**src/verilog/cfw_params.svh**
```systemverilog
// Purpose: constants for the channel option and wake-frame filter block
// Assumes: APB with 32-bit data, one aligned word per register
// Notes: offsets, field positions, reset values and counts
`ifndef CFW_PARAMS_SVH
`define CFW_PARAMS_SVH
`define CFW_ADDR_CTRL 12'h000
`define CFW_ADDR_TDC 12'h004
`define CFW_ADDR_STAT 12'h008
`define CFW_ECC_LSB 0
`define CFW_FMODE_LSB 4
`define CFW_TDCE_BIT 8
`define CFW_TDCSEL_BIT 9
`define CFW_ESIOPT_BIT 10
`define CFW_EFE_BIT 11
`define CFW_WMODE_LSB 16
`define CFW_WRET_LSB 18
`define CFW_KEEPAFL_BIT 20
`define CFW_STS_LSB 0
`define CFW_ERRCNT_LSB 8
`define CFW_TDCM_LSB 16
`define CFW_CTRL_RST 32'h0000_0000
`define CFW_TDC_RST 7'h00
`define CFW_ERRCNT_MAX 8'hFF
`define CFW_TDC_MAX 7'h7F
`define CFW_EF_MIN_TQ 2'h2
`endif

```
**src/verilog/cfw_pkg.sv**
```systemverilog
// Purpose: types for the channel option and wake-frame filter block
// Assumes: used with cfw_params.svh
// Notes: state codes equal the status field codes
package cfw_pkg;
  // wake filter states, gray along acc -> id -> wake
  typedef enum logic [1:0] {
    CFW_ST_ACC = 2'h0,
    CFW_ST_ID = 2'h1,
    CFW_ST_WAKE = 2'h3,
    CFW_ST_PAY = 2'h2
  } cfw_wstate_t;
  typedef enum logic [1:0] {
    CFW_FM_MIX = 2'h0,
    CFW_FM_FDONLY = 2'h1,
    CFW_FM_CLONLY = 2'h2
  } cfw_fmode_t;
  typedef enum logic [2:0] {
    CFW_EC_ALL = 3'h0,
    CFW_EC_TX = 3'h1,
    CFW_EC_RX = 3'h2,
    CFW_EC_FD_ALL = 3'h3,
    CFW_EC_FD_TX = 3'h4,
    CFW_EC_FD_RX = 3'h5
  } cfw_econd_t;
  // bus error event from the protocol engine
  typedef struct packed {
    logic err;
    logic in_tx;
    logic in_fd_data;
  } cfw_err_ev_t;
  // end-of-frame filter results, per wake rule
  typedef struct packed {
    logic done;
    logic [1:0] wake_id_hit;
    logic [1:0] wake_pay_ok;
    logic afl_hit;
  } cfw_rx_ev_t;
  // buffering decision
  typedef struct packed {
    logic valid;
    logic store;
    logic by_wake;
    logic rule;
  } cfw_store_t;
endpackage

```
**src/verilog/cfw_channel.sv**
```systemverilog
// Purpose: CAN-FD channel options and wake-frame filter decision
// Assumes: all inputs synchronous to core_clk, APB slave with zero waits
// Notes: protocol engine and comparators sit outside this block
//
// The APB interface to the registers and the register addresses were decided locally.
`timescale 1ns/1ps
`include "cfw_params.svh"
module cfw_channel (
  input wire logic core_clk,
  input wire logic sys_rst,
  input wire logic psel,
  input wire logic penable,
  input wire logic pwrite,
  input wire logic [11:0] paddr,
  input wire logic [31:0] pwdata,
  output logic [31:0] prdata,
  output logic pready,
  output logic pslverr,
  input wire logic chan_reset_mode,
  input wire cfw_pkg::cfw_err_ev_t err_ev,
  input wire logic node_err_passive,
  input wire logic tx_req_fd,
  input wire logic tx_msg_esi,
  output logic tx_fdf_q,
  output logic tx_esi_q,
  input wire logic rx_fmt_valid,
  input wire logic rx_fdf,
  output logic err_frame_req_q,
  output logic fmt_err_q,
  input wire logic tdc_window,
  input wire logic tx_bit,
  input wire logic rx_bit,
  output logic [7:0] ssp_pos_q,
  input wire logic bus_idle,
  input wire logic tq_tick,
  output logic rx_filt_q,
  input wire cfw_pkg::cfw_rx_ev_t rx_ev,
  output cfw_pkg::cfw_store_t store_q
);
  import cfw_pkg::*;

  logic [31:0] ctrl_q;
  logic [6:0] tdc_off_q;
  cfw_wstate_t state_q;
  logic [1:0] status_q;
  logic keep_afl_q;
  logic [7:0] err_cnt_q;
  logic [6:0] tdc_meas_q;
  logic [6:0] tdc_run_q;
  logic tdc_busy_q;
  logic tx_bit_q;
  logic rx_bit_q;
  logic ef_act_q;
  logic [1:0] dom_cnt_q;
  logic wr_en;
  logic rd_en;
  logic wr_ctrl;
  logic addr_ok;
  cfw_econd_t econd;
  cfw_fmode_t fmode;
  cfw_wstate_t wr_mode;
  cfw_wstate_t ret_mode;
  logic err_hit;
  logic auto_exit;
  logic [1:0] sel_hit;
  logic sel_rule;
  logic sel_any;
  logic sel_pay;

  // first wake rule whose ID filter matches, lowest number first
  // no hit at all reads as rule 0, so an acceptance-list store reports a clean rule field
  function automatic logic first_rule(input logic [1:0] hit);
    first_rule = !hit[0] && hit[1];
  endfunction

  // error condition decode
  function automatic logic cond_match(input cfw_econd_t c, input cfw_err_ev_t e);
    case (c)
      CFW_EC_ALL: cond_match = 1'b1;
      CFW_EC_TX: cond_match = e.in_tx;
      CFW_EC_RX: cond_match = !e.in_tx;
      CFW_EC_FD_ALL: cond_match = e.in_fd_data;
      CFW_EC_FD_TX: cond_match = e.in_fd_data && e.in_tx;
      CFW_EC_FD_RX: cond_match = e.in_fd_data && !e.in_tx;
      default: cond_match = 1'b0;
    endcase
  endfunction

  // apb decode, no wait states
  assign pready = 1'b1;
  assign wr_en = psel && penable && pwrite;
  assign rd_en = psel && penable && !pwrite;
  assign wr_ctrl = wr_en && (paddr == `CFW_ADDR_CTRL);
  always_comb begin
    if (paddr == `CFW_ADDR_CTRL) begin
      addr_ok = 1'b1;
    end else if (paddr == `CFW_ADDR_TDC) begin
      addr_ok = 1'b1;
    end else if (paddr == `CFW_ADDR_STAT) begin
      addr_ok = 1'b1;
    end else begin
      addr_ok = 1'b0;
    end
  end
  assign pslverr = psel && penable && !addr_ok;

  // control field views
  assign econd = cfw_econd_t'(ctrl_q[`CFW_ECC_LSB +: 3]);
  assign fmode = cfw_fmode_t'(ctrl_q[`CFW_FMODE_LSB +: 2]);
  assign wr_mode = cfw_wstate_t'(pwdata[`CFW_WMODE_LSB +: 2]);
  assign ret_mode = cfw_wstate_t'(ctrl_q[`CFW_WRET_LSB +: 2]);

  // read data register
  always_ff @(posedge core_clk) begin
    if (sys_rst) begin
      prdata <= 32'h0000_0000;
    end else if (psel && !penable && !pwrite) begin
      if (paddr == `CFW_ADDR_CTRL) begin
        prdata <= ctrl_q;
      end else if (paddr == `CFW_ADDR_TDC) begin
        prdata <= {25'h0000000, tdc_off_q};
      end else if (paddr == `CFW_ADDR_STAT) begin
        prdata <= {9'h000, tdc_meas_q, err_cnt_q, 6'h00, status_q};
      end else begin
        prdata <= 32'h0000_0000;
      end
    end
  end

  // control and offset registers
  always_ff @(posedge core_clk) begin
    if (sys_rst) begin
      ctrl_q <= `CFW_CTRL_RST;
      tdc_off_q <= `CFW_TDC_RST;
    end else if (wr_en) begin
      if (paddr == `CFW_ADDR_CTRL) begin
        ctrl_q <= pwdata;
      end else if (paddr == `CFW_ADDR_TDC) begin
        tdc_off_q <= pwdata[6:0];
      end
    end
  end

  // error occurrence counter, saturating
  assign err_hit = err_ev.err && cond_match(econd, err_ev);
  always_ff @(posedge core_clk) begin
    if (sys_rst || chan_reset_mode) begin
      err_cnt_q <= 8'h00;
    end else if (err_hit && err_cnt_q != `CFW_ERRCNT_MAX) begin
      err_cnt_q <= err_cnt_q + 8'h01;
    end
  end

  // transmit format and esi
  always_ff @(posedge core_clk) begin
    if (sys_rst) begin
      tx_fdf_q <= 1'b0;
      tx_esi_q <= 1'b0;
    end else begin
      case (fmode)
        CFW_FM_FDONLY: tx_fdf_q <= 1'b1;
        CFW_FM_CLONLY: tx_fdf_q <= 1'b0;
        default: tx_fdf_q <= tx_req_fd;
      endcase
      if (ctrl_q[`CFW_ESIOPT_BIT] && !node_err_passive) begin
        tx_esi_q <= tx_msg_esi;
      end else begin
        tx_esi_q <= node_err_passive;
      end
    end
  end

  // received format check
  always_ff @(posedge core_clk) begin
    if (sys_rst) begin
      err_frame_req_q <= 1'b0;
      fmt_err_q <= 1'b0;
    end else begin
      err_frame_req_q <= rx_fmt_valid && !rx_fdf && fmode == CFW_FM_FDONLY;
      fmt_err_q <= rx_fmt_valid && rx_fdf && fmode == CFW_FM_CLONLY;
    end
  end

  // loop delay: tx falling edge to bus falling edge, in clocks
  always_ff @(posedge core_clk) begin
    if (sys_rst) begin
      tx_bit_q <= 1'b1;
      rx_bit_q <= 1'b1;
      tdc_busy_q <= 1'b0;
      tdc_run_q <= 7'h00;
      tdc_meas_q <= 7'h00;
    end else begin
      tx_bit_q <= tx_bit;
      rx_bit_q <= rx_bit;
      if (!ctrl_q[`CFW_TDCE_BIT] || !tdc_window) begin
        tdc_busy_q <= 1'b0;
      end else if (!tdc_busy_q && tx_bit_q && !tx_bit) begin
        tdc_busy_q <= 1'b1;
        tdc_run_q <= 7'h00;
      end else if (tdc_busy_q && rx_bit_q && !rx_bit) begin
        tdc_busy_q <= 1'b0;
        tdc_meas_q <= tdc_run_q;
      end else if (tdc_busy_q && tdc_run_q != `CFW_TDC_MAX) begin
        tdc_run_q <= tdc_run_q + 7'h01;
      end
    end
  end

  // secondary sample point
  always_ff @(posedge core_clk) begin
    if (sys_rst) begin
      ssp_pos_q <= 8'h00;
    end else if (ctrl_q[`CFW_TDCSEL_BIT]) begin
      ssp_pos_q <= {1'b0, tdc_off_q};
    end else begin
      ssp_pos_q <= {1'b0, tdc_meas_q} + {1'b0, tdc_off_q};
    end
  end

  // receive edge filter, armed at idle, disarmed once an edge passes
  always_ff @(posedge core_clk) begin
    if (sys_rst) begin
      ef_act_q <= 1'b0;
      dom_cnt_q <= 2'h0;
      rx_filt_q <= 1'b1;
    end else if (!ctrl_q[`CFW_EFE_BIT]) begin
      ef_act_q <= 1'b0;
      dom_cnt_q <= 2'h0;
      rx_filt_q <= rx_bit;
    end else if (ef_act_q) begin
      if (rx_bit) begin
        dom_cnt_q <= 2'h0; // short pulse ignored
        rx_filt_q <= 1'b1;
      end else if (tq_tick && dom_cnt_q + 2'h1 >= `CFW_EF_MIN_TQ) begin
        rx_filt_q <= 1'b0;
        ef_act_q <= 1'b0;
        dom_cnt_q <= 2'h0;
      end else if (tq_tick) begin
        dom_cnt_q <= dom_cnt_q + 2'h1;
      end
    end else begin
      rx_filt_q <= rx_bit;
      ef_act_q <= bus_idle;
    end
  end

  // wake rule selection
  assign sel_hit = rx_ev.wake_id_hit;
  assign sel_any = |sel_hit;
  assign sel_rule = first_rule(sel_hit);
  assign sel_pay = rx_ev.wake_pay_ok[sel_rule];
  assign auto_exit = state_q == CFW_ST_WAKE && rx_ev.done && sel_any && sel_pay;

  // filter state; a mode write that changes the state wins over an automatic exit
  always_ff @(posedge core_clk) begin
    if (sys_rst || chan_reset_mode) begin
      state_q <= CFW_ST_ACC;
      keep_afl_q <= 1'b1;
    end else if (wr_ctrl && wr_mode != state_q) begin
      state_q <= wr_mode;
      keep_afl_q <= pwdata[`CFW_KEEPAFL_BIT] || wr_mode == CFW_ST_ACC;
    end else if (auto_exit) begin
      state_q <= ret_mode;
      keep_afl_q <= ctrl_q[`CFW_KEEPAFL_BIT] || ret_mode == CFW_ST_ACC;
    end
  end

  // status follows state one cycle later
  always_ff @(posedge core_clk) begin
    if (sys_rst) begin
      status_q <= 2'h0;
    end else begin
      status_q <= state_q;
    end
  end

  // buffering decision at end of frame, format ignored
  always_ff @(posedge core_clk) begin
    if (sys_rst) begin
      store_q <= '0;
    end else begin
      store_q.valid <= rx_ev.done;
      store_q.rule <= sel_rule;
      store_q.by_wake <= 1'b0;
      store_q.store <= 1'b0;
      if (rx_ev.done) begin
        case (state_q)
          CFW_ST_ID: begin
            if (sel_any) begin
              store_q.store <= 1'b1;
              store_q.by_wake <= 1'b1;
            end else begin
              store_q.store <= rx_ev.afl_hit && keep_afl_q;
            end
          end
          CFW_ST_PAY: begin
            if (sel_any) begin
              store_q.store <= sel_pay;
              store_q.by_wake <= 1'b1;
            end else begin
              store_q.store <= rx_ev.afl_hit && keep_afl_q;
            end
          end
          CFW_ST_WAKE: begin
            store_q.store <= sel_any && sel_pay;
            store_q.by_wake <= sel_any;
          end
          default: store_q.store <= rx_ev.afl_hit;
        endcase
      end
    end
  end
endmodule

```
**config.mk**
```make
export PLATFORM = sky130hd
export DESIGN_NAME = cfw_channel
export DESIGN_NICKNAME = d
export VERILOG_FILES = /design/src/verilog/cfw_pkg.sv /design/src/verilog/cfw_channel.sv
export VERILOG_INCLUDE_DIRS = /design/src /design/src/verilog
export SDC_FILE = /design/constraint.sdc
export NUM_CORES = 1
export LEC_CHECK = 0
export ABC_AREA = 0
export ABC_CLOCK_PERIOD_IN_PS = 1800
export BUFFER_PORTS_ARGS = -buffer_cell sky130_fd_sc_hd__buf_2
export CAP_MARGIN = 20
export CORE_MARGIN = 4
export CORE_UTILIZATION = 33
export CTS_CLUSTER_DIAMETER = 120
export DETAILED_ROUTE_END_ITERATION = 6
export SLEW_MARGIN = 10
export SYNTH_ARGS = -nofsm -noshare
export SYNTH_HDL_FRONTEND = slang
export SYNTH_SLANG_ARGS = --single-unit
```
**constraint.sdc**
```tcl
create_clock -name core_clk -period 1.8 [get_ports core_clk]
set_input_delay 0.18 -clock core_clk [delete_from_list [all_inputs] [get_ports core_clk]]
set_output_delay 0.18 -clock core_clk [all_outputs]
set_load 0.01 [all_outputs]
```
Word level (Yosys, flattened, before mapping)
Index checks and enable logic that the tools add are counted.
{"block": "word_totals", "regBits": 121, "input_bits": 69}
{"block": "op_classes", "addsub": 4, "n_lt_le_gt_ge": 2, "eq_ne": 17, "mux": 36, "bitwise": 5, "reduce_logical": 63}
{"operator": "23-bit 2-to-1 mux", "count": 2}
{"operator": "32-bit 2-to-1 mux", "count": 1}
{"operator": "1-bit logical AND", "count": 28}
{"operator": "7-bit 2-to-1 mux", "count": 4}
{"operator": "1-bit 2-to-1 mux", "count": 20}
{"operator": "12-bit by 3-bit == test with 1-bit output, second input constant", "count": 1}
{"operator": "12-bit by 4-bit == test with 1-bit output, second input constant", "count": 1}
{"operator": "1-bit logical NOT", "count": 12}
{"operator": "12-bit logical NOT", "count": 1}
{"operator": "2-bit OR reduction", "count": 6}
{"operator": "2-bit 2-to-1 mux", "count": 5}
{"operator": "3-bit AND reduction", "count": 3}
{"operator": "7-bit by 7-bit adder with 8-bit output", "count": 1}
{"operator": "8-bit by 1-bit adder with 8-bit output, second input constant", "count": 1}
{"operator": "8-bit inequality test, second input constant", "count": 1}
{"operator": "7-bit by 1-bit adder with 7-bit output, second input constant", "count": 1}
{"operator": "7-bit inequality test, second input constant", "count": 1}
{"operator": "2-bit == test, second input constant", "count": 3}
{"operator": "3-bit by 2-bit == test with 1-bit output, second input constant", "count": 2}
{"operator": "3-bit == test, second input constant", "count": 2}
{"operator": "1-bit case mux with 6 select lines", "count": 1}
{"operator": "2-bit nonzero test", "count": 3}
{"operator": "1-bit inverter", "count": 5}
{"operator": "2-bit by 1-bit == test with 1-bit output, second input constant", "count": 2}
{"operator": "14 further kinds", "count": 20}

Longest topological paths before layout
Gate-level depths: netlist (run 1).
{"block": "logic_depth", "word_depth": 7, "mapped_depth": 7, "ltp_nobuf": 7}

Worst setup path after synthesis (run 1)
No wires, ideal clock.
{"block": "synth_timing", "kind": "reg2reg", "start": "register tdc_off_q[0]", "end": "register ssp_pos_q[6]", "setup_time_ps": 120, "arrival_ps": 1681, "slack_ps": 0, "path_stages_with_launch": 8, "cell_sequence": "dfxtp_1 > ha_1 > fa_1 > a21oi_1 > nor2b_1 > o31ai_1 > nor4_1 > a211o_1"}
{"block": "synth_via", "elab_chain_len": 2}
{"item": "from (decl)", "line": "cfw_channel.sv:43", "text": "logic [6:0] tdc_off_q;"}
{"item": "from (signal assigned)", "line": "cfw_channel.sv:134", "text": "tdc_off_q <= `CFW_TDC_RST;"}
{"item": "from (signal assigned)", "line": "cfw_channel.sv:139", "text": "tdc_off_q <= pwdata[6:0];"}
{"item": "7-bit by 7-bit adder with 8-bit output", "line": "cfw_channel.sv:216", "text": "ssp_pos_q <= {1'b0, tdc_meas_q} + {1'b0, tdc_off_q};"}
{"item": "7-bit 2-to-1 mux", "line": "cfw_channel.sv:213", "text": "end else if (ctrl_q[`CFW_TDCSEL_BIT]) begin"}
{"item": "to (signal assigned)", "line": "cfw_channel.sv:214", "text": "ssp_pos_q <= {1'b0, tdc_off_q};"}
{"item": "to (signal assigned)", "line": "cfw_channel.sv:216"}
{"item": "to (decl)", "line": "cfw_channel.sv:33", "text": "output logic [7:0] ssp_pos_q,"}
Every way passes these cells.
A chain may end at the register's enable or synchronous reset.

Worst setup path in the final report (run 1)
{"block": "layout_timing", "start": "register ctrl_q[1]", "end": "register err_cnt_q[7]"}
{"block": "layout_via", "elab_chain_len": 4, "elab_cells_between_ends": 9, "classes_between": "eq/ne: 5; mux: 1; reduce/logical: 3"}
{"item": "from (decl)", "line": "cfw_channel.sv:42", "text": "logic [31:0] ctrl_q;"}
{"item": "from (signal assigned)", "line": "cfw_channel.sv:133", "text": "ctrl_q <= `CFW_CTRL_RST;"}
{"item": "from (signal assigned)", "line": "cfw_channel.sv:137", "text": "ctrl_q <= pwdata;"}
{"item": "3-bit == test, or another cell as far along", "line": "cfw_channel.sv:78", "text": "case (c)"}
{"item": "1-bit case mux with 6 select lines (*)", "line": "cfw_channel.sv:78"}
{"item": "1-bit logical AND (*)", "line": "cfw_channel.sv:145", "text": "assign err_hit = err_ev.err && cond_match(econd, err_ev);"}
{"item": "1-bit logical AND (no line) (*)"}
{"item": "to (signal assigned)", "line": "cfw_channel.sv:150", "text": "err_cnt_q <= err_cnt_q + 8'h01;"}
{"item": "to (decl)", "line": "cfw_channel.sv:47", "text": "logic [7:0] err_cnt_q;"}
Mark *: on every way between the ends. The rest lies on a longest branch, timed or not.

==> run metrics, run 1 <==
dominant cell type by area after synthesis dfxtp_1; fin crit period ~1.8 ns; ant diodes 0; Clk Latency, worst-skew pair about 0.4 ns; design area between 6000 and 7000 um2; clock buffer count from CTS 17; final setup violating endpoints 0; max cap viols 0; Worst Hold Depth 3; drt drc 0; fmax 557.7 MHz; Flop pwr share 0.410; Pwr per Cell Area 948.3 nW/um2; max_slew headroom 0.5336; Arr. time, crit path between 2 and 2.5 ns; number of global-route vias before repair 4720; most common cell after layout, fill and taps aside buf_2; Pre-antenna DRT Iters 4; Finished Core Util 0.4576; largest fanout on the critical path 7; root buffer cell clkbuf_16; Net Sw Power roughly 0.0014 W; CP max stage cell or4b_4; Final Wtd Congestion approximately 0.85; PortBufs ~120; Layout Nets ~820; Std-Cell Rows between 40 and 50; Syn Nets between 600 and 700; DP Cell Count roughly 900; area delta synth->final 36.29%; Post-Route WL ~15000 um; Ys Warns 0; WHS Endpoint ctrl_q[28]$_SDFFE_PP0P_; initial antenna violation count 0; Worst Hold Launch pwdata[28]; most frequent cells in the layout 118 x buf_2, 116 x dfxtp_1, 105 x nand2_1, 52 x a21oi_1, 45 x nor2_1; TritonCTS clock tree built; clock skew between 0.008 and 0.009 ns; Synth Flop Type dfxtp_1; fin crit share 0.9961; number of enable flip-flop cells after synthesis 0; Ports 120; R2R Setup Slk 0.007 ns; hold crit path type primary input to register; synthesis-stage register bit count roughly 120; Clock Power Share 0.546; status completed; share of cells above drive strength 1 0.2939; Internal 0.005203 W; via count about 4800; sequential area share after synthesis 0.4764; die area approximately 17000 um2; 1st-iter DRT viols approximately 180; non-filler cells, final 940; Clock H-tree levels 4; dpl hpwl around 11000 um; crit-path max cell delay roughly 0.49 ns; DP Area around 6100 um2; gr ovfl total 0; worst path cell trace or3b_1 -> and3_4 -> o22a_4 -> or4b_4 -> a21oi_2; Reg clk slew, reported paths roughly 0.060 ns; worst-margin pin slew 0.6979 ns; RSZ-0062 raised after global routing yes; Slew Limit Fails 0; die height around 130 um; Leakage slightly below 3 nW; setup_tns 0 ns; Tot GR Track Use 0.1659; reg2reg path depth 5; WP data required approximately 2.2 ns; peak supply drop roughly 600 uV; clock buffer depth 2; Synth top area share 0.4764; Min Hold Slack around 0.013 ns; largest net degree at the start of global routing between 40 and 50; synth unique cells 57; chip width about 130 um; Synth Instances ~580; Post-synth ARST share 0; clock sink count between 100 and 150; final hold violations 0; top post-synthesis cells by area dfxtp_1 48%, nand2_1 7.8%, mux2i_1 7.3%, a21oi_1 5.3%, nor2_1 3.5%; reg-to-reg startpoint ctrl_q[1]$_SDFFE_PP0P_; Comb pwr share 0.045; first-pass GRT wire length about 23000 um; Net Sw Frac 0.2083; core area between 15000 and 20000 um2; Initial Util 0.3357; per-cell routed wire length 15.53 um; remaining antenna violation count 0; CP endpoint kind register; Avg Synthesized Cell Area around 8.7 um2; Setup CP Type register to register; worst r2r dst err_cnt_q[7]$_SDFFE_PP0P_; critical path launch point type register; cell area after synthesis 5085 um2; vias per inst just over 5
power by group through the flow:
stage | sequential, W | combinational, W | clock (W)
3_5_place_dp | 0.00275 | 0.000270 | 0
4_1_cts | 0.00269 | 0.000287 | 0.00365
3_3_place_gp | 0.00275 | 0.000265 | 0
5_1_grt | 0.00269 | 0.000321 | 0.00379
2_1_floorplan | 0.00275 | 0.000115 | 0
6_report | 0.00269 | 0.000293 | 0.00359
layer usage:
metal  up-vias  track usage  wire length, um
met5         -            0                0
met4         0      0.04842              146
met3        13      0.04733              802
met2       137       0.2691             6698
met1      2235       0.2157             6948
li1       2371            -                -
state kept, by name, indices dropped and copies added, names as in the netlist:
| register | flops |
|---|---|
| prdata | 32 |
| dom_cnt_q | 2 |
| err_frame_req_q | 1 |
| store_q | 4 |
| tx_esi_q | 1 |
| rx_bit_q | 1 |
| rx_filt_q | 1 |
| ssp_pos_q | 8 |
| fmt_err_q | 1 |
| tx_bit_q | 1 |
| tdc_meas_q | 7 |
| state_q | 2 |
| ctrl_q | 32 |
| tx_fdf_q | 1 |
| tdc_busy_q | 1 |
| status_q | 2 |
| keep_afl_q | 1 |
| tdc_run_q | 7 |
| err_cnt_q | 8 |
| tdc_off_q | 7 |
| ef_act_q | 1 |
worst max-delay path, delay by kind of cell (launching register included):
| kind | cells | cell delay, ns |
|---|---|---|
| DFF | 1 | 0.31 |
| and+or+nand+nor | 3 | 1.02 |
| AOI/OAI and AO/OA | 2 | 0.39 |
repair_timing:
item / in CTS / in global routing
setup endpoints to repair: 4 / 7
gates cloned: 0 / 0
hold buffers: 9 / 0
gates resized for setup: 5 / 20
pin swaps: 4 / 6
endpoints found under the hold margin: 8 / 0
buffers inserted: 0 / 4
metrics by stage:
stage	total power (W)	worst slack, ns
after floorplan	0.002870	0.008276
after global placement	0.003015	-0.03533
after detailed placement	0.003021	-0.04769
after CTS	0.006633	0.006812
after global routing	0.006803	-0.07136
final	0.006572	0.007074
final cells by class:
cell class	count	area (um2)
clock buffers	20	456.7
well taps	188	235.2
inverters	10	37.54
repair buffers	168	1001
fillers	1517	8215
multi-input cells	422	2601
clock inverters	11	170.2
flip-flops and latches	121	2429
cells by family (layout without fill, tap and decap cells):
| kind of cell | count (synthesis) | count (layout) | share of synthesized area |
|---|---|---|---|
| AOI/OAI and AO/OA | 137 | 137 | 0.1654 |
| xor gates and xnor gates | 4 | 4 | 0.006891 |
| adders and majority gates | 13 | 13 | 0.03346 |
| buffers and inverters | 41 | 209 | 0.03150 |
| DFF | 121 | 121 | 0.4764 |
| muxes | 40 | 40 | 0.07948 |
| other | 1 | 1 | 0.0007375 |
| and+or+nand+nor | 227 | 227 | 0.2062 |
Yosys cell counts (4+ instances only):
| master | number |
|---|---|
| dfxtp_1 | 121 |
| nand2_1 | 105 |
| a21oi_1 | 54 |
| nor2_1 | 48 |
| mux2i_1 | 37 |
| o21ai_0 | 29 |
| clkbuf_1 | 22 |
| nand3_1 | 18 |
| ha_1 | 12 |
| a22o_1 | 10 |
| inv_1 | 10 |
| nor2b_1 | 9 |
| buf_1 | 6 |
| nor4_1 | 6 |
| a211oi_1 | 5 |
| a31oi_1 | 5 |
| o21a_1 | 5 |
| or3_1 | 5 |
| nand2b_1 | 4 |
| o22ai_1 | 4 |
| or2_2 | 4 |
worst max-delay path by stage:
stage / startpoint / endpoint / slack [ns] / cells after the start
global route: ctrl_q[2]$_SDFFE_PP0P_ / err_cnt_q[7]$_SDFFE_PP0P_ / -0.07 / 5
detailed placement: ctrl_q[1]$_SDFFE_PP0P_ / err_cnt_q[7]$_SDFFE_PP0P_ / -0.05 / 5
finish: ctrl_q[1]$_SDFFE_PP0P_ / err_cnt_q[7]$_SDFFE_PP0P_ / 0.007 / 5
CTS: ctrl_q[1]$_SDFFE_PP0P_ / err_cnt_q[7]$_SDFFE_PP0P_ / 0.007 / 5
global placement: ctrl_q[1]$_SDFFE_PP0P_ / err_cnt_q[4]$_SDFFE_PP0P_ / -0.04 / 6
floorplan: tdc_off_q[0]$_SDFFE_PP0P_ / ssp_pos_q[6]$_SDFF_PP0_ / 0.008 / 7
Note: power is estimated with default switching activity, not from simulation.
==> run 2: changes to the inputs <==
Settings changed: CORE_ASPECT_RATIO from default to 1.4.
==> run metrics, run 2 (synthesized netlist as in run 1, its figures left out) <==
total power 0.006332 W (was 0.006572 W); hold crit path type primary input to register (unchanged); largest fanout on the critical path 2 (was 7); dpl hpwl 10250 um (was 10740 um); buffers plus inverters on the worst setup path 2 (was 0); Ports 120 (unchanged); Comb pwr share 0.045 (about the same); final setup violating endpoints 2 (was 0); Pre-antenna DRT Iters 4 (unchanged); 1st-iter DRT viols 250 (was 178); drt drc 0 (unchanged); TritonCTS clock tree built (unchanged); Internal 0.004895 W (was 0.005203 W); RSZ-0062 raised after global routing yes (unchanged); via count 4691 (was 4756); Setup CP Type register to register (unchanged); setup_tns -0.02860 ns (was 0 ns); share of cells above drive strength 1 0.2941 (was 0.2939); Slew Limit Fails 0 (unchanged); gr ovfl total 0 (unchanged); non-filler cells, final 940 (unchanged); worst path cell trace ha_4 -> fa_2 -> a21oi_2 -> nor2b_2 -> o31ai_2 -> buf_4 -> buf_4 -> a211o_1 (was or3b_1 -> and3_4 -> o22a_4 -> or4b_4 -> a21oi_2); fmax 549.8 MHz (was 557.7 MHz); fin crit share 1.011 (was 0.9961); initial antenna violation count 0 (unchanged); Net Sw Frac 0.2270 (was 0.2083); max_slew headroom 0.2780 (was 0.5336); Arr. time, crit path 2.17 ns (was 2.14 ns); Net Sw Power 0.001438 W (was 0.001369 W); Post-Route WL 14140 um (was 14600 um); status complete, but fails checks (was completed); Initial Util 0.3378 (was 0.3357); Std-Cell Rows 53 (was 45); most frequent cells in the layout 118 x buf_2, 117 x dfxtp_1, 105 x nand2_1, 51 x a21oi_1, 45 x nor2_1 (was 118 x buf_2, 116 x dfxtp_1, 105 x nand2_1, 52 x a21oi_1, 45 x nor2_1); WL met1 5972 um (was 6948 um); CP top delay family compound AO/OA/AOI/OAI gates (was simple AND/OR/NAND/NOR gates); fin crit period 1.819 ns (was 1.793 ns); vias per inst 4.990 (was 5.060); CP endpoint kind register (unchanged); Leakage 2.859 nW (was 2.901 nW); clock skew 0.006006 ns (was 0.008031 ns); clock sink count 121 (unchanged); root buffer cell clkbuf_16 (unchanged); Clk Latency, worst-skew pair 0.41 ns (about the same); die area 17490 um2 (was 17460 um2); critical path launch point type register (unchanged); Tot GR Track Use 0.1599 (was 0.1659); final worst-path setup slack -0.01893 ns (was 0.007074 ns); die height 154.9 um (was 132.1 um); PortBufs 118 (unchanged); most common cell after layout, fill and taps aside buf_2 (unchanged); per-cell routed wire length 15.04 um (was 15.53 um); Final Wtd Congestion 0.8414 (was 0.8512); Max Used Layer met4 (unchanged); Clock Power Share 0.529 (was 0.546); violated checks negative setup slack; WL met2 7077 um (was 6698 um); peak supply drop 516.1 uV (was 605.3 uV); CP max stage cell fa_2 (was or4b_4); ant diodes 0 (unchanged); Flop pwr share 0.425 (was 0.410); number of global-route vias before repair 4657 (was 4720); largest net degree at the start of global routing 37 (was 45); Largest regs ctrl_q x32, prdata x32 (unchanged); Finished Core Util 0.4568 (was 0.4576); DP Cell Count 894 (was 897); core area 15050 um2 (was 15150 um2); Pwr per Cell Area 920.9 nW/um2 (was 948.3 nW/um2); met3 routed WL 825 um (was 802 um); clock buffer count from CTS 17 (unchanged); max cap viols 0 (unchanged); clock buffer depth 2 (unchanged); first-pass GRT wire length 22530 um (was 23270 um); WP data required 2.16 ns (was 2.15 ns); chip width 112.9 um (was 132.1 um); worst-margin pin slew 1.082 ns (was 0.6979 ns); Reg clk slew, reported paths 0.06 ns (about the same); CP most frequent cell buf_4; remaining antenna violation count 0 (unchanged); Place WS -0.1151 ns (was -0.04769 ns); Layout Nets 817 (was 822); Clock H-tree levels 4 (unchanged); area delta synth->final 35.24% (was 36.29%); crit-path max cell delay 0.38 ns (was 0.49 ns); final hold violations 0 (unchanged)
## run 2: changes by cell type in the layout (fill, tap and decap cells not counted), sizes merged
| cell | change |
|---|---|
| buf | -6 |
| bufinv | -2 |
| clkbuf | -2 |
| clkinv | +2 |
| clkinvlp | +2 |
| inv | +1 |
| o22a | +1 |
## run 2: repair_timing
| item | in CTS | in global routing |
|---|---|---|
| endpoints found under the hold margin | 8 | 0 |
| gates resized for setup | 5 | 23 |
| setup endpoints to repair | 4 | 10 |
| pin swaps | 4 | 11 |
| hold buffers | 9 | 0 |
| gates cloned | 1 | 0 |
| buffers inserted | 2 | 2 |
## run 2: area by class of cell
| type | count | area (um2) |
|---|---|---|
| Clock buffer | 18 | 439.2 |
| Multi-Input combinational cell | 423 | 2629 |
| Timing Repair Buffer | 162 | 955.9 |
| Inverter | 10 | 37.54 |
| Tap cell | 192 | 240.2 |
| Clock inverter | 14 | 147.6 |
| Sequential cell | 121 | 2427 |
| Fill cell | 1475 | 8177 |
## run 2: metal layers
metal	GRT usage	vias to the layer above
met3	0.04397	15
met4	0.06357	0
met5	0	-
met1	0.1859	2200
met2	0.2768	115
li1	-	2361
## run 2: final timing paths
check | slack [ns] | startpoint | depth (start not counted) | to
setup reg to reg | -0.02 | tdc_off_q[0]$_SDFFE_PP0P_ | 8 | ssp_pos_q[6]$_SDFF_PP0_
hold reg to reg | 0.45 | prdata[2]$_SDFFE_PP0P_ | 2 | prdata[2]$_SDFFE_PP0P_
hold / removal | 0.02 | pwdata[26] | 3 | ctrl_q[26]$_SDFFE_PP0P_
setup / recovery | -0.02 | tdc_off_q[0]$_SDFFE_PP0P_ | 8 | ssp_pos_q[6]$_SDFF_PP0_
## run 2: worst register-to-register path, stage by stage, from the launching register on
cell and delay [ns]:
dfxtp_2 0.33, ha_4 0.16, fa_2 0.38, a21oi_2 0.16
nor2b_2 0.07, o31ai_2 0.30, buf_4 0.17, buf_4 0.09
a211o_1 0.11
## run 2: stage by stage
stage	instance area, um2	hold WS, ns
2_1_floorplan	5087	0.2557
3_3_place_gp	6043	0.3543
3_5_place_dp	6043	0.3762
4_1_cts	6764	0.001722
5_1_grt	6877	0.001698
6_report	6877	0.01631
## run 2: power by group through the flow
stage / clock network [W] / logic, W / registers (W)
finish: 0.00335 / 0.000287 / 0.00269
global route: 0.00355 / 0.000314 / 0.00269
floorplan: 0 / 0.000115 / 0.00275
global placement: 0 / 0.000256 / 0.00275
CTS: 0.00342 / 0.000283 / 0.00269
detailed placement: 0 / 0.000262 / 0.00275
